==> src/rtl/nsc_pkg.sv <==
package nsc_pkg;
   // ***************************************************
   // Register map (I/O addresses)
   // ***************************************************
   localparam logic [15:0] STATUS_CONTROL_ADDR = 16'h0061;
   localparam logic [15:0] MASK_INDEX_ADDR     = 16'h0070;
   localparam logic [15:0] EXT_STATUS_ADDR     = 16'h0461;
   localparam logic [15:0] SW_TRIGGER_ADDR     = 16'h0462;

   // ***************************************************
   // Field positions
   // ***************************************************
   localparam int BOARD_ERR_BIT  = 7;
   localparam int CHAN_CHK_BIT   = 6;
   localparam int SPK_OUT_BIT    = 5;
   localparam int REFRESH_BIT    = 4;
   localparam int CHK_DIS_BIT    = 3;
   localparam int BRD_DIS_BIT    = 2;
   localparam int SPK_EN_BIT     = 1;
   localparam int GATE_BIT       = 0;
   localparam int FAILSAFE_BIT   = 7;
   localparam int TIMEOUT_BIT    = 6;
   localparam int SWNMI_BIT      = 5;
   localparam int SHORT_TO_BIT   = 4;
   localparam int TO_EN_BIT      = 3;
   localparam int FS_EN_BIT      = 2;
   localparam int SW_EN_BIT      = 1;
   localparam int BUS_RST_BIT    = 0;
   localparam int MASK_BIT       = 7;
   localparam int INDEX_W        = 7;

   // ***************************************************
   // Reset values
   // ***************************************************
   localparam logic [3:0] CTRL_RST  = 4'h0;
   localparam logic [3:0] ECTRL_RST = 4'h0;
   localparam logic       MASK_RST  = 1'b1;
   localparam logic [6:0] INDEX_RST = 7'h00;

   // Host I/O request carrier
   typedef struct packed {
      logic        rd;
      logic        wr;
      logic [15:0] addr;
      logic [7:0]  wdata;
   } nsc_io_req_t;

   // Event inputs from neighbouring logic
   typedef struct packed {
      logic parityPulse;
      logic chanCheck;
      logic spkCntOut;
      logic refreshDone;
      logic failSafeExpire;
      logic timeout64;
      logic timeout256;
   } nsc_events_t;
endpackage

==> src/rtl/nsc_latch.sv <==
`timescale 1ns/1ps
// Sticky source bit: set by event when enabled, cleared while disabled
module nsc_latch (
   input  wire logic core_clk,
   input  wire logic rst,
   input  wire logic setEvt,
   input  wire logic enable,
   output logic      flag
);
   typedef struct packed {
      logic flag;
   } nsc_latch_st_t;
   nsc_latch_st_t s_q;
   nsc_latch_st_t s_d;

   // Disable wins, since a disabled source must read as cleared
   always_comb begin
      s_d = s_q;
      if (!enable) begin
         s_d.flag = 1'b0;
      end else if (setEvt) begin
         s_d.flag = 1'b1;
      end
   end

   always_ff @(posedge core_clk) begin
      if (rst) begin
         s_q <= '0;
      end else begin
         s_q <= s_d;
      end
   end
   assign flag = s_q.flag;
endmodule

==> src/rtl/nsc_rdmux.sv <==
`timescale 1ns/1ps
// Read data selection by I/O address
module nsc_rdmux
   import nsc_pkg::*;
(
   input  wire logic [15:0] addr,
   input  wire logic [7:0]  statusByte,
   input  wire logic [7:0]  extByte,
   output logic             hit,
   output logic [7:0]       data
);
   import nsc_pkg::*;

   // Write-only ports do not answer reads
   always_comb begin
      hit  = 1'b0;
      data = 8'h00;
      if (addr == STATUS_CONTROL_ADDR) begin
         hit  = 1'b1;
         data = statusByte;
      end else if (addr == EXT_STATUS_ADDR) begin
         hit  = 1'b1;
         data = extByte;
      end
   end
endmodule

==> src/rtl/nmi_source_control.sv <==
`timescale 1ns/1ps
module nmi_source_control
   import nsc_pkg::*;
(
   input  wire logic         core_clk,
   input  wire logic         rst,
   input  nsc_pkg::nsc_io_req_t ioReq,
   input  nsc_pkg::nsc_events_t evt,
   input  wire logic         normalResetDrive,
   output logic [7:0]        rdata,
   output logic              rvalid,
   output logic              nmiOut,
   output logic              speaker_out,
   output logic              spkGate,
   output logic              busResetOut,
   output logic [6:0]        clockIndex
);
   import nsc_pkg::*;

   // ***************************************************
   // State
   // ***************************************************
   typedef struct packed {
      logic [3:0] ctrl;
      logic [3:0] ectrl;
      logic       mask;
      logic [6:0] index;
      logic       refreshTgl;
      logic       shortTo;
      logic [7:0] rdata;
      logic       rvalid;
      logic       nmi;
      logic       spk;
      logic       gate;
      logic       busRst;
   } nsc_state_t;

   nsc_state_t s_q;
   nsc_state_t s_d;

   logic boardErr;
   logic chanChk;
   logic failSafe;
   logic busTo;
   logic swNmi;
   logic rdHit;
   logic [7:0] rdByte;
   logic [7:0] statusByte;
   logic [7:0] extByte;
   logic wrTrig;
   logic anyTo;

   assign wrTrig = ioReq.wr && (ioReq.addr == SW_TRIGGER_ADDR);
   assign anyTo  = evt.timeout64 || evt.timeout256;

   // ***************************************************
   // Source latches
   // ***************************************************
   // Enables are the written control bits (active-low for the first two)
   nsc_latch u_board (
      .core_clk (core_clk),
      .rst      (rst),
      .setEvt   (evt.parityPulse),
      .enable   (!s_q.ctrl[BRD_DIS_BIT]),
      .flag     (boardErr)
   );
   nsc_latch u_chk (
      .core_clk (core_clk),
      .rst      (rst),
      .setEvt   (evt.chanCheck),
      .enable   (!s_q.ctrl[CHK_DIS_BIT]),
      .flag     (chanChk)
   );
   nsc_latch u_fs (
      .core_clk (core_clk),
      .rst      (rst),
      .setEvt   (evt.failSafeExpire),
      .enable   (s_q.ectrl[FS_EN_BIT]),
      .flag     (failSafe)
   );
   nsc_latch u_to (
      .core_clk (core_clk),
      .rst      (rst),
      .setEvt   (anyTo),
      .enable   (s_q.ectrl[TO_EN_BIT]),
      .flag     (busTo)
   );
   nsc_latch u_sw (
      .core_clk (core_clk),
      .rst      (rst),
      .setEvt   (wrTrig),
      .enable   (s_q.ectrl[SW_EN_BIT]),
      .flag     (swNmi)
   );

   // ***************************************************
   // Read view
   // ***************************************************
   // Speaker counter level is passed live, so it may be unknown
   // until the counter is programmed
   assign statusByte = {boardErr, chanChk, evt.spkCntOut,
                        s_q.refreshTgl, s_q.ctrl};
   assign extByte    = {failSafe, busTo, swNmi, s_q.shortTo,
                        s_q.ectrl};

   nsc_rdmux u_rd (
      .addr       (ioReq.addr),
      .statusByte (statusByte),
      .extByte    (extByte),
      .hit        (rdHit),
      .data       (rdByte)
   );

   // ***************************************************
   // Next state
   // ***************************************************
   always_comb begin
      s_d = s_q;
      // Write decode; upper nibbles are ignored on writes to the two status/control ports
      if (ioReq.wr) begin
         unique case (ioReq.addr)
            STATUS_CONTROL_ADDR: begin
               s_d.ctrl = ioReq.wdata[3:0];
            end
            EXT_STATUS_ADDR: begin
               s_d.ectrl = ioReq.wdata[3:0];
            end
            MASK_INDEX_ADDR: begin
               s_d.mask  = ioReq.wdata[MASK_BIT];
               s_d.index = ioReq.wdata[INDEX_W-1:0];
            end
            default: begin
            end
         endcase
      end
      // Refresh flips the toggle bit
      if (evt.refreshDone) begin
         s_d.refreshTgl = !s_q.refreshTgl;
      end
      // Short-timeout tag follows the latest timeout seen
      if (!s_q.ectrl[TO_EN_BIT]) begin
         s_d.shortTo = 1'b0;
      end else if (anyTo) begin
         s_d.shortTo = evt.timeout64;
      end
      s_d.rvalid = ioReq.rd && rdHit;
      s_d.rdata  = (ioReq.rd && rdHit) ? rdByte : 8'h00;
      // Outputs registered; one cycle behind their causes
      s_d.nmi    = !s_q.mask && (boardErr || chanChk || failSafe ||
                                 busTo || swNmi);
      s_d.spk    = s_q.ctrl[SPK_EN_BIT] && evt.spkCntOut;
      s_d.gate   = s_q.ctrl[GATE_BIT];
      s_d.busRst = s_q.ectrl[BUS_RST_BIT] || normalResetDrive;
   end

   // Mask comes up set so no NMI escapes before software is ready
   always_ff @(posedge core_clk) begin
      if (rst) begin
         s_q        <= '0;
         s_q.ctrl   <= CTRL_RST;
         s_q.ectrl  <= ECTRL_RST;
         s_q.mask   <= MASK_RST;
         s_q.index  <= INDEX_RST;
      end else begin
         s_q <= s_d;
      end
   end

   assign rdata       = s_q.rdata;
   assign rvalid      = s_q.rvalid;
   assign nmiOut      = s_q.nmi;
   assign speaker_out = s_q.spk;
   assign spkGate     = s_q.gate;
   assign busResetOut = s_q.busRst;
   assign clockIndex  = s_q.index;

   // ***************************************************
   // Assertions
   // ***************************************************
   property p_mask_blocks;
      @(posedge core_clk) disable iff (rst)
         s_q.mask && $past(s_q.mask) |-> !nmiOut;
   endproperty
   a_mask_blocks: assert property (p_mask_blocks)
      else $error("NMI while masked");

   property p_nmi_source;
      @(posedge core_clk) disable iff (rst)
         (!s_q.mask && chanChk) |=> nmiOut;
   endproperty
   a_nmi_source: assert property (p_nmi_source)
      else $error("NMI missing for latched source");

   property p_chk_set;
      @(posedge core_clk) disable iff (rst)
         evt.chanCheck && !s_q.ctrl[CHK_DIS_BIT] |=> chanChk;
   endproperty
   a_chk_set: assert property (p_chk_set)
      else $error("Channel check not latched");

   property p_chk_clr;
      @(posedge core_clk) disable iff (rst)
         s_q.ctrl[CHK_DIS_BIT] |=> !chanChk;
   endproperty
   a_chk_clr: assert property (p_chk_clr)
      else $error("Channel check not cleared");

   property p_brd_set;
      @(posedge core_clk) disable iff (rst)
         evt.parityPulse && !s_q.ctrl[BRD_DIS_BIT] |=> boardErr;
   endproperty
   a_brd_set: assert property (p_brd_set)
      else $error("Board error not latched");

   property p_refresh;
      @(posedge core_clk) disable iff (rst)
         evt.refreshDone |=> s_q.refreshTgl != $past(s_q.refreshTgl);
   endproperty
   a_refresh: assert property (p_refresh)
      else $error("Refresh toggle stuck");

   property p_spk;
      @(posedge core_clk) disable iff (rst)
         !s_q.ctrl[SPK_EN_BIT] |=> !speaker_out;
   endproperty
   a_spk: assert property (p_spk)
      else $error("Speaker on while disabled");

   property p_sw;
      @(posedge core_clk) disable iff (rst)
         wrTrig && s_q.ectrl[SW_EN_BIT] |=> swNmi;
   endproperty
   a_sw: assert property (p_sw)
      else $error("Software NMI not set");

   property p_fs_clr;
      @(posedge core_clk) disable iff (rst)
         !s_q.ectrl[FS_EN_BIT] |=> !failSafe;
   endproperty
   a_fs_clr: assert property (p_fs_clr)
      else $error("Fail-safe not cleared");

   property p_busrst;
      @(posedge core_clk) disable iff (rst)
         s_q.ectrl[BUS_RST_BIT] |=> busResetOut;
   endproperty
   a_busrst: assert property (p_busrst)
      else $error("Bus reset not driven");

   property p_brd_clr;
      @(posedge core_clk) disable iff (rst)
         s_q.ctrl[BRD_DIS_BIT] |=> !boardErr;
   endproperty
   a_brd_clr: assert property (p_brd_clr)
      else $error("Board error not cleared");

   property p_fs_set;
      @(posedge core_clk) disable iff (rst)
         evt.failSafeExpire && s_q.ectrl[FS_EN_BIT] |=> failSafe;
   endproperty
   a_fs_set: assert property (p_fs_set)
      else $error("Fail-safe expiry not latched");

   property p_to_set;
      @(posedge core_clk) disable iff (rst)
         anyTo && s_q.ectrl[TO_EN_BIT] |=> busTo;
   endproperty
   a_to_set: assert property (p_to_set)
      else $error("Bus timeout not latched");

   // Tag must name the length of the timeout just seen
   property p_short;
      @(posedge core_clk) disable iff (rst)
         anyTo && s_q.ectrl[TO_EN_BIT]
            |=> s_q.shortTo == $past(evt.timeout64);
   endproperty
   a_short: assert property (p_short)
      else $error("Short timeout tag wrong");

   property p_to_clr;
      @(posedge core_clk) disable iff (rst)
         !s_q.ectrl[TO_EN_BIT] |=> !busTo && !s_q.shortTo;
   endproperty
   a_to_clr: assert property (p_to_clr)
      else $error("Bus timeout not cleared");

   c_nmi: cover property (@(posedge core_clk) disable iff (rst)
      $rose(nmiOut));
   c_sw: cover property (@(posedge core_clk) disable iff (rst)
      $rose(swNmi));
   c_short: cover property (@(posedge core_clk) disable iff (rst)
      busTo && s_q.shortTo);
   c_busrst: cover property (@(posedge core_clk) disable iff (rst)
      $rose(busResetOut));
endmodule

==> config.mk <==
export PLATFORM = sky130hd
export DESIGN_NAME = nmi_source_control
export DESIGN_NICKNAME = d
export VERILOG_FILES = /design/src/rtl/nsc_pkg.sv /design/src/rtl/nsc_latch.sv /design/src/rtl/nsc_rdmux.sv /design/src/rtl/nmi_source_control.sv
export SDC_FILE = /design/constraint.sdc
export NUM_CORES = 1
export LEC_CHECK = 0
export BUFFER_PORTS_ARGS = -buffer_cell sky130_fd_sc_hd__buf_4
export CAP_MARGIN = 30
export CORE_MARGIN = 3
export CORE_UTILIZATION = 45
export DETAILED_ROUTE_END_ITERATION = 10
export PLACE_DENSITY_LB_ADDON = 0.15
export SLEW_MARGIN = 20
export SYNTH_ARGS = -nofsm -noshare
export SYNTH_HDL_FRONTEND = slang
export SYNTH_HIERARCHICAL = 1
export SYNTH_SLANG_ARGS = --single-unit
export TNS_END_PERCENT = 5
==> constraint.sdc <==
create_clock -name core_clk -period 2.25 [get_ports core_clk]
set_input_delay 0.225 -clock core_clk [delete_from_list [all_inputs] [get_ports core_clk]]
set_output_delay 0.225 -clock core_clk [all_outputs]
set_load 0.01 [all_outputs]
==> results of run 1 <==
==> kinds of logic (layout without fill, tap and decap cells) <==
kind of cell    count (synthesis)  in the layout  share of synthesized area
buf+inv                        25             67                     0.0951
mux                            24             24                      0.144
compound gates                  2              2                    0.00748
xor+xnor                        1              1                    0.00524
flops                          36             36                      0.431
simple gates                   77             77                      0.317
==> sequential cells by signal, indices dropped and copies added, names as in the netlist <==
| signal | cells |
|---|---|
| nmiOut | 1 |
| spkGate | 1 |
| rvalid | 1 |
| busResetOut | 1 |
| clockIndex | 7 |
| u_sw/flag | 1 |
| u_fs/flag | 1 |
| u_chk/flag | 1 |
| s_q | 5 |
| rdata | 8 |
| extByte | 5 |
| u_board/flag | 1 |
| u_to/flag | 1 |
| s_d | 1 |
| speaker_out | 1 |
==> area by class of cell <==
type                            count  area [um^2]  share of cell area
Inverter                            5         18.8             0.00903
Multi-Input combinational cell    104          792               0.381
Sequential cell                    36          721               0.347
Tap cell                           46         57.6              0.0277
Clock inverter                      1         5.00             0.00241
Clock buffer                        6         72.6              0.0349
Timing Repair Buffer               55          413               0.199
==> synthesized netlist by cell type (2+ instances only) <==
| cell type | instances | area share |
|---|---|---|
| nor3_1 | 2 | 0.0060 |
| and4b_1 | 2 | 0.012 |
| and2_1 | 8 | 0.030 |
| inv_1 | 5 | 0.011 |
| dfxtp_1 | 36 | 0.43 |
| clkbuf_1 | 3 | 0.0067 |
| nor2_1 | 23 | 0.052 |
| buf_4 | 15 | 0.067 |
| mux2i_1 | 24 | 0.14 |
| nand2b_1 | 22 | 0.082 |
| nand3_1 | 2 | 0.0060 |
| nand2_1 | 2 | 0.0045 |
| nor3b_2 | 5 | 0.037 |
==> worst paths after layout <==
| path | from | end |
|---|---|---|
| worst max-delay path | ioReq[21] | clockIndex[3]$_SDFFE_PP0P_ |
| worst min-delay path | normalResetDrive | busResetOut$_SDFF_PP0_ |
| worst max register to register | u_board/flag$_SDFFE_PP0P_ | nmiOut$_SDFF_PP0_ |
| worst min register to register | s_q[28]$_SDFFE_PP0P_ | speaker_out$_SDFF_PP0_ |
==> power groups by stage <==
stage,clock (W),combinational [W],sequential (W)
after floorplan,0,0.0000431,0.000660
after global placement,0,0.000105,0.000660
after detailed placement,0,0.000108,0.000660
after CTS,0.000422,0.000108,0.000646
after global routing,0.000446,0.000117,0.000647
final,0.000406,0.000108,0.000646
==> worst register-to-register path, delay by kind of cell (launching register included) <==
kind | cells | cell delay [ns]
AO/OA/AOI/OAI | 1 | 0.19
flip-flops | 1 | 0.32
AND/OR/NAND/NOR | 1 | 0.54
==> layer usage <==
metal	global-route usage	share of wire	vias to the layer above
met2	0.244	0.51	34
met3	0.0489	0.060	4
li1	-	-	613
met1	0.168	0.42	532
met5	0	0	-
met4	0.0582	0.0093	0
==> metrics by stage <==
step           area [um^2]  power (W)  worst slack, ns
2_1_floorplan         1670   0.000703            0.916
3_3_place_gp          2000   0.000765            0.507
3_5_place_dp          2000   0.000768            0.468
4_1_cts               2080    0.00118            0.758
5_1_grt               2080    0.00121            0.671
6_report              2080    0.00116            0.773
==> flow_summary_export.csv, run 1 <==
group,metric,value,unit
sta,max_freq,677,MHz
setup_path,critical_path_required,2.45,ns
setup_path,worstSetupEndpointType,"flop",
setup_path,crit_chain,"buf_4, nor4_2, and4b_1, and4b_1, mux2i_1",
yosys,yosysWarnings,6,
cts,clk_latency,0.27,ns
sta,hold_viol_final,0,
min_path,hold_depth,3,
global_routing,grt_pass1_vias,1125,
power_and_ir_drop,power_frac_seq,0.557,
cts,path_clk_slew,0.06,ns
floorplanning,die_h,67.0,um
cts,hold_buffers,0,
yosys,netlist_area,1670,um^2
place,dp.cells,246,
sta,whs,0.152,ns
drt,vias_per_cell,4.68,
global_routing,gr-total-overflow,0,
cells_and_area,utilization,0.600,
drt,drtPass1Iterations,4,
drt,dr_total_vias,1183,
power_and_ir_drop,p_switching,0.000243,W
global_routing,antenna_found_initial,0,
cells_and_area,final_common_cell,"buf_4",
run,drv_cap,0,
global_routing,grt_start_max_net_pins,34,
floorplanning,core_area,3470,um^2
yosys,synth-main-ff-cell,"dfxtp_1",
global_routing,grt_pass1_wl,4930,um
cts,clock-sinks,36,
floorplanning,ioPinCount,56,
setup_path,path_max_fanout,8,
cells_and_area,num-fill-cells,328,
drt,drt_iter0_markers,49,
setup_path,critPathTopFamily,"simple AND/OR/NAND/NOR gates",
drt,routedWlPerCell,12.3,um
setup_path,worstSetupPathDepth,5,
floorplanning,die-area,4480,um^2
power_and_ir_drop,clkPwrFrac,0.350,
cells_and_area,most-common-layout-cells,"buf_4, dfxtp_1, mux2i_1",
yosys,yosysUniqueCellTypes,29,
power_and_ir_drop,ir_worst_vdd,0.304,mV
sta,fin_crit_sh,0.656,
cells_and_area,syn_to_final_growth,24.4,%
power_and_ir_drop,power_frac_comb,0.093,
cts,cts_buffers,5,
setup_path,r2r_slack,1.10,ns
sta,min_period,1.48,ns
setup_path,cpPeakStageDelay,0.52,ns
sta,fin_setup_tns,0,ns
floorplanning,rows,21,
setup_path,path_buf_inv,1,
power_and_ir_drop,powerDensity,558,nW/um^2
status,status,"complete, no violations",
cts,cts_root_buf,"clkbuf_8",
global_routing,track_usage,0.145,
setup_path,arrival,1.68,ns
drt,routed_wl,3110,um
setup_path,worst-setup-path-type,"in -> reg",
setup_path,cpMaxStageDelayCell,"and4b_1",
drt,ant_nets,0,
sta,slew-limit-headroom,0.684,
cts,cts.repair.resized,0,
cells_and_area,fin_cells,253,
power_and_ir_drop,swShare,0.210,
sta,rsz0062_at_grt,"no",
power_and_ir_drop,intPower,0.000917,W
yosys,synth_edf_count,0,
place,gp_congestion,0.730,
cts,clockBufferDepth,2,
cts,cts_tree,"built",
setup_path,crit_top_cell,"and4b_1",
setup_path,reg2regPathDepth,2,
cells_and_area,diodes,0,
yosys,syn_inst,165,
drt,route.detailed.drc,0,
yosys,async_flop_share,0,
yosys,synth-seq-cells,36,
cells_and_area,fin_nets,243,
yosys,avgSynthCellArea,10.1,um^2
setup_path,cp-start-kind,"input pin",
sta,finalSetupViolCount,0,
cells_and_area,drive_above_1_share,0.353,
sta,maxSlewViolCount,0,
place,hpwlAfterDp,2450,um
min_path,hold_path_class,"in -> reg",
cts,htree_levels,2,
yosys,synth_nets,201,
floorplanning,die_x,67.0,um
sta,worstMarginPinSlew,0.474,ns
power_and_ir_drop,p_leak,0.948,nW
yosys,ys_seq_area_frac,0.431,
sta,fin_skew,0.00395,ns
cts,post_cts_buffers,0,
floorplanning,start_util,0.482,
place,portBuffers,55,
Note: power is estimated with default switching activity, not from simulation.
==> inputs of run 2 (changes only) <==
- clock period: 2.25 -> 1.5 ns (I/O delays scaled with it)
==> run 2 against run 1 <==
Sequential share of layout area down 0.95 points. Clock power up 74%. Final cell count up 2.0%. Worst hold slack worse by 0.091 ns. Sequential cell count unchanged. Core utilization up 1.7 points. Highest routed layer unchanged. Sequential power up 50%. Die area unchanged. Power up 58%. Design area up 2.8%. Global-route usage up 1.1 points.
==> flow_summary_export.csv, run 2 (synthesis gave the netlist of run 1 again) <==
group,metric,value,unit
status,status,"complete, no violations",
setup_path,critical_path_required,1.72,ns
cells_and_area,most-common-layout-cells,"buf_4, dfxtp_1, mux2i_1",
min_path,min_from,"normalResetDrive",
place,portBuffers,55,
sta,maxSlewViolCount,0,
sta,min_period,1.25,ns
setup_path,cp-start-kind,"input pin",
power_and_ir_drop,ir_worst_vdd,0.516,mV
cells_and_area,fin_cells,258,
cts,clk_latency,0.29,ns
global_routing,gr-total-overflow,0,
cells_and_area,final_common_cell,"buf_4",
place,hpwlAfterDp,2490,um
place,postPlaceCellArea,2040,um^2
cts,clockBufferDepth,2,
sta,worstMarginPinSlew,0.337,ns
global_routing,grt_pass1_vias,1161,
power_and_ir_drop,clkPwrFrac,0.384,
place,gp_congestion,0.778,
sta,max_freq,802,MHz
cells_and_area,drive_above_1_share,0.368,
place,dp.cells,250,
drt,drt_iter0_markers,26,
power_and_ir_drop,p_switching,0.000403,W
min_path,hold_depth,3,
cts,cts_buffers,5,
floorplanning,start_util,0.482,
min_path,whs_endpoint,"busResetOut$_SDFF_PP0_",
power_and_ir_drop,intPower,0.00143,W
setup_path,crit_top_cell,"and4b_1",
sta,fin_skew,0.00702,ns
cts,cts_tree,"built",
floorplanning,rows,21,
floorplanning,ioPinCount,56,
floorplanning,core_area,3470,um^2
sta,rsz0062_at_grt,"no",
cts,cts.repair.resized,0,
power_and_ir_drop,p_leak,0.974,nW
drt,routedWlPerCell,12.3,um
cts,clock-sinks,36,
drt,routed_wl,3180,um
min_path,hold_path_class,"in -> reg",
setup_path,cpPeakStageDelay,0.31,ns
power_and_ir_drop,power,0.00184,W
setup_path,crit_chain,"buf_4, nor4_2, and4b_1, and4b_1, buf_12, mux2i_1",
cells_and_area,stdcell_area,2140,um^2
power_and_ir_drop,power_frac_comb,0.089,
cts,post_cts_buffers,0,
drt,drtPass1Iterations,4,
global_routing,antenna_found_initial,0,
cts,htree_levels,2,
cells_and_area,num-fill-cells,298,
global_routing,grt_pass1_wl,5150,um
place,pre_cts_slack,-0.0337,ns
cts,path_clk_slew,0.07,ns
power_and_ir_drop,swShare,0.219,
setup_path,cpMaxStageDelayCell,"and4b_1",
global_routing,grt_start_max_net_pins,34,
cells_and_area,syn_to_final_growth,27.9,%
setup_path,path_max_fanout,8,
cells_and_area,largest_reg_flops,8,
setup_path,reg2reg_from,"u_board/flag$_SDFFE_PP0P_",
drt,vias_per_cell,4.67,
power_and_ir_drop,power_frac_seq,0.527,
floorplanning,die_h,67.0,um
cells_and_area,diodes,0,
setup_path,worstSetupEndpointType,"flop",
setup_path,r2r_slack,0.35,ns
cts,cts_root_buf,"clkbuf_8",
setup_path,arrival,1.46,ns
setup_path,timing.rr.end,"nmiOut$_SDFF_PP0_",
sta,finalWorstSetupSlack,0.254,ns
cts,hold_buffers,0,
global_routing,track_usage,0.156,
drt,dr_total_vias,1204,
power_and_ir_drop,powerDensity,859,nW/um^2
sta,hold_viol_final,0,
sta,fin_setup_tns,0,ns
setup_path,worst-setup-path-type,"in -> reg",
sta,slew-limit-headroom,0.774,
sta,finalSetupViolCount,0,
floorplanning,die_x,67.0,um
setup_path,reg2regPathDepth,2,
sta,fin_crit_sh,0.831,
drt,route.detailed.drc,0,
drt,ant_nets,0,
run,drv_cap,0,
cells_and_area,fin_nets,247,
floorplanning,die-area,4480,um^2
[run 2: final cells by class]
| type | count | area [um^2] | share of cell area |
|---|---|---|---|
| multi-input cells | 104 | 792 | 0.370 |
| flip-flops and latches | 36 | 721 | 0.337 |
| repair buffers | 59 | 455 | 0.213 |
| clock buffers | 7 | 86.3 | 0.0404 |
| well taps | 46 | 57.6 | 0.0269 |
| inverters | 5 | 18.8 | 0.00878 |
| clock inverters | 1 | 7.51 | 0.00351 |
[run 2: how the worst max path moves through the flow]
stage	start	to	slack (ns)	cells past startpoint
after floorplan	ioReq[21]	clockIndex[0]$_SDFFE_PP0P_	0.24	5
after global placement	ioReq[21]	clockIndex[3]$_SDFFE_PP0P_	0.02	6
after detailed placement	ioReq[21]	clockIndex[3]$_SDFFE_PP0P_	-0.03	6
after CTS	ioReq[21]	clockIndex[6]$_SDFFE_PP0P_	0.27	6
after global routing	ioReq[21]	clockIndex[1]$_SDFFE_PP0P_	0.14	6
final	ioReq[21]	clockIndex[0]$_SDFFE_PP0P_	0.25	6
[run 2: metal layers]
metal,wire length [um],up-vias,GRT usage
met2,1550,39,0.257
met3,213,10,0.0506
li1,-,626,-
met4,85,0,0.0937
met5,0,-,0
met1,1330,529,0.174
[run 2: power groups by stage]
stage | Clock, W | Sequential (W) | Combinational (W)
after global routing | 0.000769 | 0.000969 | 0.000178
after detailed placement | 0 | 0.000990 | 0.000165
after floorplan | 0 | 0.000990 | 0.0000646
after CTS | 0.000734 | 0.000968 | 0.000165
final | 0.000705 | 0.000968 | 0.000164
after global placement | 0 | 0.000990 | 0.000160
[run 2: critical path: cells and delay by family]
kind | cells | cell delay, ns
and+or+nand+nor | 3 | 0.86
buffers and inverters | 2 | 0.26
muxes | 1 | 0.19
[run 2: stage by stage]
step,hold slack (ns),util
after floorplan,0.220,-
after global placement,0.360,0.589
after detailed placement,0.360,0.589
after CTS,0.0510,0.617
after global routing,0.0828,0.617
final,0.0609,0.617
